--- src/rtl/tgpcd_pkg.sv ---
// Constants, types and command codes of the command decoder.
// How it works
// - Opcodes 0x90 to 0x93 configure front end n with three argument bytes.
// - First argument holds a three-bit prefix and a five-bit gain.
// - Opcode 0011nnmm sets filter mode mm for front end nn.
// - Opcodes 0xa8 to 0xab initialise the event counter of front end n.
// - Opcode 0xe0 takes a stimulus byte; 0x08 drives strobes 0,2, 0x0a all.
// - Opcode 0x82 switches on power to telescope A front ends.
// - Opcode 0x86 drives outputs towards telescope A front ends.
// - Opcode 0x8a puts telescope A front ends into acquisition mode.
// - Opcode 0x8c sets the front ends to digital mode.
// - Opcode 0x70 clears the interrupt register.
package tgpcd_pkg;

	// ****************************************
	// Register offsets and reset values
	// ****************************************
	localparam logic [7:0]  REG_CMD      = 8'h00;
	localparam logic [7:0]  REG_STATUS   = 8'h04;
	localparam logic [7:0]  REG_FE_BASE  = 8'h10;
	localparam logic [7:0]  REG_TIMER    = 8'h20;
	localparam logic [31:0] READ_ZERO    = 32'h0000_0000;
	localparam logic [7:0]  BYTE_RESET   = 8'h00;

	// ****************************************
	// Command codes
	// ****************************************
	localparam logic [7:0] OP_FE_CFG     = 8'h90;
	localparam logic [7:0] OP_FILTER     = 8'h30;
	localparam logic [7:0] OP_CNT_INIT   = 8'ha8;
	localparam logic [7:0] OP_STIMULUS   = 8'he0;
	localparam logic [7:0] OP_POWER_A    = 8'h82;
	localparam logic [7:0] OP_DRIVE_A    = 8'h86;
	localparam logic [7:0] OP_ENABLE_A   = 8'h8a;
	localparam logic [7:0] OP_DIGITAL    = 8'h8c;
	localparam logic [7:0] OP_IRQ_CLEAR  = 8'h70;
	localparam logic [7:0] OP_TIMER      = 8'hd0;
	localparam logic [7:0] OP_SINGLE     = 8'h40;
	localparam logic [7:0] STIM_HALF     = 8'h08;
	localparam logic [7:0] STIM_ALL      = 8'h0a;
	localparam logic [3:0] STROBES_HALF  = 4'h5;
	localparam logic [3:0] STROBES_ALL   = 4'hf;
	localparam logic [3:0] STROBES_NONE  = 4'h0;
	localparam logic [1:0] STIM_AMPL_ONE = 2'h1;
	localparam logic [1:0] STIM_AMPL_OFF = 2'h0;

	// ****************************************
	// Types
	// ****************************************
	typedef struct packed {
		logic [2:0] gainPrefix;
		logic [4:0] gain;
		logic [7:0] mainLevelThreshold;
		logic [7:0] coincidenceLevelThreshold;
		logic [1:0] filterMode;
	} tgpcd_fe_s;

	typedef struct packed {
		logic       power;
		logic       drive;
		logic       enable;
		logic       digital;
	} tgpcd_tel_s;

	typedef enum logic [2:0] {
		ST_OPCODE,
		ST_FE_GAIN,
		ST_FE_MAIN,
		ST_FE_COINC,
		ST_STIM_ARG,
		ST_TIMER_ARG
	} tgpcd_state_e;

endpackage

--- src/rtl/tgpcd_top.sv ---
// Command decoder with its AHB-Lite register slave.
//
// Design decisions made here: the AHB-Lite slave port and the register offsets.
`timescale 1ns/10ps
module tgpcd_top (
	// Clock and reset
	input  wire logic                          clk,
	input  wire logic                          reset_n,
	// AHB-Lite slave
	input  wire logic                          hsel,
	input  wire logic [31:0]                   haddr,
	input  wire logic [1:0]                    htrans,
	input  wire logic                          hwrite,
	input  wire logic [2:0]                    hsize,
	input  wire logic [31:0]                   hwdata,
	input  wire logic                          hready,
	output logic                               hreadyout,
	output logic                               hresp,
	output logic [31:0]                        hrdata,
	// Front end configuration
	output tgpcd_pkg::tgpcd_fe_s [3:0]         feConfig,
	output logic [3:0]                         counterInit,
	// Telescope A control
	output tgpcd_pkg::tgpcd_tel_s              telescopeA,
	// Stimulus, timer and interrupt clear
	output logic [3:0]                         stimulusStrobeEnable,
	output logic [1:0]                         stimulusAmplitude,
	output logic [7:0]                         accumulationPeriod,
	output logic [3:0]                         singleCounterSelect,
	output logic                               irqClear
);

	// ****************************************
	// Bus address phase and data phase
	// ****************************************
	logic [7:0]                  wrAddr;
	logic                        wrPend;
	logic [7:0]                  stimulusPattern;
	logic [1:0]                  feIndex;
	tgpcd_pkg::tgpcd_state_e     state;
	tgpcd_pkg::tgpcd_state_e     next_state;

	wire        addrPhase = hsel & hready & htrans[1];
	wire        cmdValid  = wrPend & (wrAddr == tgpcd_pkg::REG_CMD);
	wire [7:0]  cmdByte   = hwdata[7:0];
	wire        idle      = (state == tgpcd_pkg::ST_OPCODE);
	wire        opByte    = cmdValid & idle;

	function automatic logic [31:0] readWord(input logic [7:0] a);
		logic [31:0] w;
		w = tgpcd_pkg::READ_ZERO;
		if (a == tgpcd_pkg::REG_STATUS) begin
			w = {~idle, 7'h00, stimulusPattern, 2'h0, stimulusAmplitude,
				stimulusStrobeEnable, 4'h0, telescopeA};
		end else if (a == tgpcd_pkg::REG_TIMER) begin
			w = {20'h00000, singleCounterSelect, accumulationPeriod};
		end else if (a[7:4] == tgpcd_pkg::REG_FE_BASE[7:4] &&
			a[1:0] == 2'h0 && a[3] == 1'b0) begin
			w = {6'h00, feConfig[a[2]]};
		end else if (a[7:4] == tgpcd_pkg::REG_FE_BASE[7:4] &&
			a[1:0] == 2'h0) begin
			w = {6'h00, feConfig[{1'b1, a[2]}]};
		end
		return w;
	endfunction

	wire [31:0] readData = readWord(haddr[7:0]);

	always_ff @(posedge clk or negedge reset_n) begin
		if (!reset_n) begin
			wrPend    <= 1'b0;
			wrAddr    <= tgpcd_pkg::BYTE_RESET;
			hreadyout <= 1'b0;
			hresp     <= 1'b0;
			hrdata    <= tgpcd_pkg::READ_ZERO;
		end else begin
			hreadyout <= 1'b1;
			hresp     <= 1'b0;
			if (hready) begin
				wrPend <= addrPhase & hwrite;
				wrAddr <= haddr[7:0];
				if (addrPhase & ~hwrite) begin
					hrdata <= readData;
				end
			end
		end
	end

	// ****************************************
	// Opcode decoding
	// ****************************************
	wire isFeCfg   = cmdByte[7:2] == tgpcd_pkg::OP_FE_CFG[7:2];
	wire isFilter  = cmdByte[7:4] == tgpcd_pkg::OP_FILTER[7:4];
	wire isCntInit = cmdByte[7:2] == tgpcd_pkg::OP_CNT_INIT[7:2];
	wire isSingle  = cmdByte[7:4] == tgpcd_pkg::OP_SINGLE[7:4];
	wire [1:0] sel = cmdByte[1:0];
	wire isStim    = cmdByte == tgpcd_pkg::OP_STIMULUS;
	wire isTimer   = cmdByte == tgpcd_pkg::OP_TIMER;
	wire isPowerA  = cmdByte == tgpcd_pkg::OP_POWER_A;
	wire isDriveA  = cmdByte == tgpcd_pkg::OP_DRIVE_A;
	wire isEnableA = cmdByte == tgpcd_pkg::OP_ENABLE_A;
	wire isDigital = cmdByte == tgpcd_pkg::OP_DIGITAL;
	wire isIrqClr  = cmdByte == tgpcd_pkg::OP_IRQ_CLEAR;

	function automatic logic [3:0] strobesOf(input logic [7:0] p);
		logic [3:0] s;
		s = tgpcd_pkg::STROBES_NONE;
		if (p == tgpcd_pkg::STIM_HALF) begin
			s = tgpcd_pkg::STROBES_HALF;
		end else if (p == tgpcd_pkg::STIM_ALL) begin
			s = tgpcd_pkg::STROBES_ALL;
		end
		return s;
	endfunction

	// ****************************************
	// Argument sequencing
	// ****************************************
	always_comb begin
		next_state = state;
		if (cmdValid) begin
			case (state)
				tgpcd_pkg::ST_OPCODE: begin
					if (isFeCfg) begin
						next_state = tgpcd_pkg::ST_FE_GAIN;
					end else if (isStim) begin
						next_state = tgpcd_pkg::ST_STIM_ARG;
					end else if (isTimer) begin
						next_state = tgpcd_pkg::ST_TIMER_ARG;
					end
				end
				tgpcd_pkg::ST_FE_GAIN: begin
					next_state = tgpcd_pkg::ST_FE_MAIN;
				end
				tgpcd_pkg::ST_FE_MAIN: begin
					next_state = tgpcd_pkg::ST_FE_COINC;
				end
				default: begin
					next_state = tgpcd_pkg::ST_OPCODE;
				end
			endcase
		end
	end

	always_ff @(posedge clk or negedge reset_n) begin
		if (!reset_n) begin
			state   <= tgpcd_pkg::ST_OPCODE;
			feIndex <= 2'h0;
		end else begin
			state <= next_state;
			if (opByte & isFeCfg) begin
				feIndex <= sel;
			end
		end
	end

	// ****************************************
	// Front end configuration and counters
	// ****************************************
	always_ff @(posedge clk or negedge reset_n) begin
		if (!reset_n) begin
			feConfig    <= '0;
			counterInit <= 4'h0;
		end else begin
			counterInit <= 4'h0;
			if (cmdValid && state == tgpcd_pkg::ST_FE_GAIN) begin
				feConfig[feIndex].gainPrefix <= cmdByte[7:5];
				feConfig[feIndex].gain       <= cmdByte[4:0];
			end
			if (cmdValid && state == tgpcd_pkg::ST_FE_MAIN) begin
				feConfig[feIndex].mainLevelThreshold <= cmdByte;
			end
			if (cmdValid && state == tgpcd_pkg::ST_FE_COINC) begin
				feConfig[feIndex].coincidenceLevelThreshold <= cmdByte;
			end
			if (opByte & isFilter) begin
				feConfig[cmdByte[3:2]].filterMode <= sel;
			end
			if (opByte & isCntInit) begin
				counterInit[sel] <= 1'b1;
			end
		end
	end

	// ****************************************
	// Telescope control, stimulus and timer
	// ****************************************
	always_ff @(posedge clk or negedge reset_n) begin
		if (!reset_n) begin
			telescopeA           <= '0;
			irqClear             <= 1'b0;
			stimulusPattern      <= tgpcd_pkg::BYTE_RESET;
			stimulusStrobeEnable <= tgpcd_pkg::STROBES_NONE;
			stimulusAmplitude    <= tgpcd_pkg::STIM_AMPL_OFF;
			accumulationPeriod   <= tgpcd_pkg::BYTE_RESET;
			singleCounterSelect  <= 4'h0;
		end else begin
			irqClear <= opByte & isIrqClr;
			if (opByte & isPowerA) begin
				telescopeA.power <= 1'b1;
			end
			if (opByte & isDriveA) begin
				telescopeA.drive <= 1'b1;
			end
			if (opByte & isEnableA) begin
				telescopeA.enable <= 1'b1;
			end
			if (opByte & isDigital) begin
				telescopeA.digital <= 1'b1;
			end
			if (opByte & isSingle) begin
				singleCounterSelect <= cmdByte[3:0];
			end
			if (cmdValid && state == tgpcd_pkg::ST_STIM_ARG) begin
				stimulusPattern      <= cmdByte;
				stimulusStrobeEnable <= strobesOf(cmdByte);
				stimulusAmplitude    <= tgpcd_pkg::STIM_AMPL_ONE;
			end
			if (cmdValid && state == tgpcd_pkg::ST_TIMER_ARG) begin
				accumulationPeriod <= cmdByte;
			end
		end
	end

endmodule

--- config.mk ---
export PLATFORM = sky130hd
export DESIGN_NAME = tgpcd_top
export DESIGN_NICKNAME = d
export VERILOG_FILES = /design/src/rtl/tgpcd_pkg.sv /design/src/rtl/tgpcd_top.sv
export SDC_FILE = /design/constraint.sdc
export NUM_CORES = 1
export LEC_CHECK = 0
export BUFFER_PORTS_ARGS = -buffer_cell sky130_fd_sc_hd__buf_2
export CORE_MARGIN = 10
export CORE_UTILIZATION = 35
export CTS_BUF_LIST = sky130_fd_sc_hd__clkbuf_4
export CTS_CLUSTER_DIAMETER = 100
export DETAILED_ROUTE_END_ITERATION = 10
export PLACE_DENSITY_LB_ADDON = 0.25
export REMOVE_ABC_BUFFERS = 1
export SLEW_MARGIN = 5
export SYNTH_ARGS = -nofsm -noshare
export SYNTH_HDL_FRONTEND = slang
export SYNTH_SLANG_ARGS = --single-unit
--- constraint.sdc ---
create_clock -name clk -period 4.9 [get_ports clk]
set_clock_uncertainty 0.2 [all_clocks]
set_input_delay 0.49 -clock clk [delete_from_list [all_inputs] [get_ports clk]]
set_output_delay 0.49 -clock clk [all_outputs]
set_load 0.05 [all_outputs]
# Word level (Yosys, flattened, before mapping)
# Cells that the tools add are included.
op_classes:
  addsub: 0
  mux: 36
  reduce_logical: 15
  shift: 0
  n_eq_ne: 22
  multipliers: 0
  magnitude_cmp: 8
  n_div: 0
  n_bitwise: 18
op_table:
  columns: ["cell", "n"]
  rows:
  - ["$bwmux W104", 5]
  - ["$mux W104", 4]
  - ["$demux W26 S2", 5]
  - ["$mux W26", 7]
  - ["$mux W32", 2]
  - ["$eq A8 B8 Y1 const B", 6]
  - ["$mux W23", 1]
  - ["$mux W18", 1]
  - ["$eq A8 B4 Y1 const B", 2]
  - ["$and A1 B1 Y1", 15]
  - ["$eq A6 B6 Y1 const B", 2]
  - ["$lt A2 B3 Y1 const B", 4]
  - ["$mux W4", 3]
  - ["$logic_and A1 B1 Y1", 10]
  - ["$mux W10", 1]
  - ["$mux W3", 3]
  - ["$pmux W3 S3", 1]
  - ["$eq A8 B3 Y1 const B", 1]
  - ["$eq A8 B6 Y1 const B", 1]
  - ["$eq A8 B7 Y1 const B", 1]
  - ["$logic_not A8 Y1", 1]
  - ["$eq A3 B2 Y1 const B", 2]
  - ["$eq A3 B3 Y1 const B", 2]
  - ["$ge A2 B1 Y1 const B", 3]
  - ["other kinds (13)", 16]
word_totals:
  in_bits: 74
  latchBits: 0
  n_memories: 0
  regBits: 185
  rom_bits: 0
  output_inout_bits: 165
  ramBits: 0

# Depth between registers and ports, before layout
logic_depth:
  ltp_word: 13
  mapped_depth: 7
  ltp_nobuf: 4

# Worst setup path before layout
# OpenSTA, ideal clock, no wires.
synth_path:
  path_kind: "flip-flop to flip-flop"
  startpoint: "reg wrAddr[6]"
  endpoint: "reg feConfig[18] in the netlist's numbering"
  path_stages_with_launch: 6
  setup_ns: 0.125
  required_time_ns: 4.575
  t_arrival_ns: 1.915
  period_less_slack_ns: 2.241
  setup_slack_ns: 2.659
  path_buffers: 1
  path_cell_list: "dfrtp_1 > nor4b_4 > nand4b_2 > or4_1 > buf_6 > mux2_4"
synth_via:
  elab_chain_cells: 10
synth_rtl:
  columns: ["item", "line_no", "source"]
  rows:
  - ["from (decl)", "tgpcd_top.sv:36", "logic [7:0] wrAddr;"]
  - ["from (signal assigned)", "tgpcd_top.sv:72", "wrAddr <= tgpcd_pkg::BYTE_RESET;"]
  - ["from (signal assigned)", "tgpcd_top.sv:81", "wrAddr <= haddr[7:0];"]
  - ["$logic_not A8 Y1 *", "tgpcd_top.sv:44", "wire cmdValid = wrPend & (wrAddr == tgpcd_pkg::REG_CMD);"]
  - ["$and A1 B1 Y1 *", "tgpcd_top.sv:44", null]
  - ["$logic_and A1 B1 Y1", "tgpcd_top.sv:166", "if (cmdValid && state == tgpcd_pkg::ST_FE_GAIN) begin"]
  - ["$mux W104", "tgpcd_top.sv:166", null]
  - ["$bwmux W104", "tgpcd_top.sv:171", "feConfig[feIndex].mainLevelThreshold <= cmdByte;"]
  - ["$mux W104", "tgpcd_top.sv:170", "if (cmdValid && state == tgpcd_pkg::ST_FE_MAIN) begin"]
  - ["$bwmux W104", "tgpcd_top.sv:174", "feConfig[feIndex].coincidenceLevelThreshold <= cmdByte;"]
  - ["$mux W104", "tgpcd_top.sv:173", "if (cmdValid && state == tgpcd_pkg::ST_FE_COINC) begin"]
  - ["$bwmux W104", "tgpcd_top.sv:177", "feConfig[cmdByte[3:2]].filterMode <= sel;"]
  - ["$mux W104 *", "tgpcd_top.sv:176", "if (opByte & isFilter) begin"]
  - ["to (decl)", "tgpcd_top.sv:21", "output tgpcd_pkg::tgpcd_fe_s [3:0] feConfig,"]
# Mark *: on every way between the ends. The rest lies on a longest branch, timed or not.
# A chain may end at the register's enable or synchronous reset.

# Worst setup path after layout
layout_path:
  startpoint: "reg wrAddr[6]"
  endpoint: "reg stimulusPattern[4]"
layout_via:
  elab_chain_cells: 3
layout_rtl:
  columns: ["item", "line_no", "source"]
  rows:
  - ["$logic_not A8 Y1", "tgpcd_top.sv:44", null]
  - ["$and A1 B1 Y1", "tgpcd_top.sv:44", null]
  - ["$logic_and A1 B1 Y1", "tgpcd_top.sv:214", "if (cmdValid && state == tgpcd_pkg::ST_STIM_ARG) begin"]
  - ["to (signal assigned)", "tgpcd_top.sv:192", "stimulusPattern <= tgpcd_pkg::BYTE_RESET;"]
  - ["to (signal assigned)", "tgpcd_top.sv:215", "stimulusPattern <= cmdByte;"]
  - ["to (decl)", "tgpcd_top.sv:38", "logic [7:0] stimulusPattern;"]
# Every way passes these cells.

==> results summary <==
The run finished with clean final reports. The maximum net fanout on the critical path is 9. The number of diodes came out at 0. The floorplan core area came out at between 0.02 and 0.025 mm². The post-synthesis cell type count came out at a little over 50. The count of clock tree sinks came out at between 150 and 200.

The instance count along the most critical hold path came out at 2. The effective utilization at floorplan came out at between 30% and 40%. The number of enable-type register cells in the synthesized netlist came out at 0. The count of cell instances traversed by the critical path came out at 5. The synthesis-to-layout area growth came out at 17.7%. The cell count of the worst reg-to-reg path is 5. Counting the buffers created by CTS gives 17. The setup check on the worst reg-to-reg path leaves a slack of around 2.0 ns. The die height is between 150 and 200 µm. The max-cap violation count is 0. The mean post-synth cell area came out at 14.0 µm².

The data required time of the worst path is 5.17 ns. Counting flops with an async set or reset pin after synthesis yields a share of 100%. The highest attainable clock frequency came out at about 350 MHz. The post-synthesis sequential element count is ~180. The number of gates given a new drive strength after cts is 0.

Counting both buffers and inverters, the worst setup path holds a total of 1. In the routed layout, each cell is associated on average with a via count of between 5 and 6. The post-placement cell count came out at ~1,000.

The buffer depth of the longest clock path came out at 2. The sink of the worst hold path is wrPend. The layout net count came out at ~800. The half-perimeter wire length of the detailed placement result came out at 17.6 mm. The post-synthesis sequential area ratio is 55.1%.

Global routing consumed, over all layers together, between 10% and 20% of the routing resources. Setup repair after global routing left no endpoint under its margin. The number of remaining DRC errors came out at 0. The critical path starts at wrAddr[6]. The signal arrival time at the worst endpoint came out at between 3 and 4 ns. The number of hold violations in the final report came out at 0. The slowest stage cell on the critical path is nor4b_2. STA classifies the critical path endpoint as a flop. VDD sags by at most 0.197 mV. The overall power consumption is ~2600 µW. The worst path in the final design needs a cycle of between 2 and 3 ns, including I/O delays and setup. The initial antenna violation count came out at 0. The first-pass GRT wire length came out at ~38 mm. For this block, the initial DRC count from the detailed router was 496. The slew of the pin with the lowest slew margin is 0.947 ns. The sum of negative setup slack came out at 0 ns. The cell area after synthesis is a little over 0.008 mm². The share of total power in sequential cells came out at 58.5%. The relative contribution of combinational cells to total power came out at 10.9%. The H-tree depth is 4. The final standard cell count with taps included and fillers excluded came out at approximately 1,000. Dividing the final minimum period by the clock period gives slightly below 60%. In this run the remaining antenna-violating nets after routing total 0. The maximum number of pins on one net before global-route repair came out at 95. The internal portion of total power came out at roughly 1800 µW.

The endpoint identified for the worst register-to-register timing path is stimulusPattern[4]. After detailed routing, the total wire length is 25.5 mm. Traced cell by cell, the critical path runs through nor4b_4, nand3_4, nor4b_2, buf_4, mux2_2.

Of the total power, the share spent switching nets is 29.7%. The remaining global-route overflow is 0. The number of global-route vias before repair came out at 6,167. The clock insertion delay at the later pin of the skew report came out at 0.57 ns. The fraction of final layout cells sized beyond drive strength 1 came out at 52.7%. The kind of critical path is reg2reg. The number of pins exceeding their max-slew limit in the final report came out at 0. After detailed routing, the average wire length per cell comes to ~24 µm.

The detailed-route via count is ~5,500. The count of final setup violators is 0. The cell count after synthesis came out at between 500 and 600. Before antenna repair, the detailed router went through 4 iterations. The worst hold path begins at hready.

between 200 and 250 I/O pins were placed. The worst stage delay on the critical path is roughly 0.71 ns. The total of warnings raised by yosys is 0. The number of port buffers came out at 179.

The global placement routability congestion is 0.788. The worst-case headroom to the max-slew limit is 36.9%. The leakage power total is approximately 0.005 µW.

The commonest register cell after synthesis is dfrtp_1. The chip width came out at approximately 170 µm. The placement row count is 55. STA classifies the critical path startpoint as a flop.

Per report_power, the clock group accounts for between 30% and 40% of the total. The path class of the tightest hold or removal check is in2reg. The clock slew seen by the registers of the worst setup and hold paths came out at roughly 0.15 ns. TritonCTS built the clock tree.

The die covers between 0.02 and 0.03 mm². The power density over cell area is 273 mW/mm². The library cell used as clock root buffer is clkbuf_4. The startpoint identified for the worst register-to-register timing path is wrAddr[6]. On the critical path the largest part of the delay comes from simple AND/OR/NAND/NOR gates. The switching power total came out at about 770 µW.
## final cells by class
cell class / instances / area, µm²
well taps: 285 / 357
inverters: 4 / 15.0
clock buffers: 17 / 128
clock inverters: 15 / 133
fillers: 2160 / 13200
repair buffers: 193 / 1030
flip-flops and latches: 178 / 4450
multi-input cells: 350 / 3400
## per-layer routing
metal	wire (µm)	vias up	track usage, %
li1	-	2442	-
met1	10900	2862	21.9
met2	12100	190	27.7
met3	2270	25	6.82
met4	287	0	3.94
met5	0	-	0
## metrics by stage
step / area, µm² / hold slack (ns) / worst slack, ns / utilization (%)
after floorplan: 7860 / -0.00559 / 1.97 / -
after global placement: 9170 / 0.252 / 2.09 / 40.4
after detailed placement: 9170 / 0.251 / 2.01 / 40.4
after CTS: 9520 / 0.0524 / 1.96 / 41.9
after global routing: 9520 / 0.0793 / 1.82 / 41.9
final: 9520 / 0.116 / 2.05 / 41.9
## power groups by stage
stage	clock [µW]	sequential (µW)	combinational [µW]
finish	795	1520	283
floorplan	0	1620	78.7
global placement	0	1550	276
global route	890	1530	304
CTS	826	1520	288
detailed placement	0	1550	282
## cells in the mapped netlist (4+ instances only)
| cell type | instances | area share [%] |
|---|---|---|
| a21o_1 | 6 | 0.56 |
| a221oi_1 | 4 | 0.43 |
| a22o_1 | 10 | 1.1 |
| a22oi_1 | 17 | 1.6 |
| buf_2 | 5 | 0.31 |
| buf_4 | 9 | 0.84 |
| clkbuf_1 | 33 | 1.5 |
| dfrtp_1 | 178 | 55 |
| inv_1 | 4 | 0.19 |
| mux2_2 | 120 | 17 |
| mux2_4 | 16 | 3.0 |
| mux4_2 | 26 | 7.2 |
| nand2_1 | 29 | 1.3 |
| nand3_1 | 7 | 0.43 |
| nand4_1 | 7 | 0.54 |
| nor2_1 | 22 | 1.0 |
| nor2_2 | 8 | 0.62 |
| nor2b_1 | 6 | 0.46 |
| nor3_1 | 5 | 0.31 |
| nor4_1 | 4 | 0.31 |
| o21ai_0 | 12 | 0.74 |
## worst max path at each step
stage                              endpoint  slack [ns]
floorplan           stimulusStrobeEnable[1]        1.97
global placement         stimulusPattern[6]        2.09
detailed placement       stimulusPattern[7]        2.01
CTS                      stimulusPattern[4]        1.96
global route             stimulusPattern[2]        1.82
finish                   stimulusPattern[4]        2.05
## state kept, by name, summed over array words and instances (netlist names), 2 cells and up
signal and cells:
feConfig 104, stimulusStrobeEnable 2, hrdata 27, counterInit 4, feIndex 2, singleCounterSelect 4
stimulusPattern 8, wrAddr 8, accumulationPeriod 8, telescopeA 4, state 3
## logic make-up after synthesis
group                  count (synthesis)  share of synthesized area (%)
buffers and inverters                 55                           3.23
AND/OR/NAND/NOR                      121                           9.25
XOR/XNOR                               1                          0.108
multiplexers                         163                           27.0
AO/OA/AOI/OAI                         57                           5.18
flip-flops                           178                           55.1
other                                  2                         0.0929
## placed cells by master, fill, tap and decap left out, drive strengths merged, types with 4 or more instances in the layout
cell type	instances
buf	184
dfrtp	178
mux2	136
nor2	30
nand2	29
mux4	26
a22oi	17
clkbuf	17
o21ai	12
a22o	10
dlygate4sd3	9
conb	8
nand3	8
inv	8
nor4	8
nand4	7
nor2b	6
a21o	6
nor3	6
clkinv	6
a221oi	4
clkinvlp	4
nand4b	4
## repair_timing
item | CTS | global route
setup endpoints to repair | 0 | 0
hold endpoints to repair | 99 | 0
buffers inserted | 0 | 0
hold buffers | 9 | 0
## worst reg2reg max path, stage by stage, from the launching register on
cell and delay [ns]:
dfrtp_1 0.45, nor4b_4 0.54, nand3_4 0.21, nor4b_2 0.71, buf_4 0.29, mux2_2 0.34
Note: power is estimated with default switching activity, not from simulation.
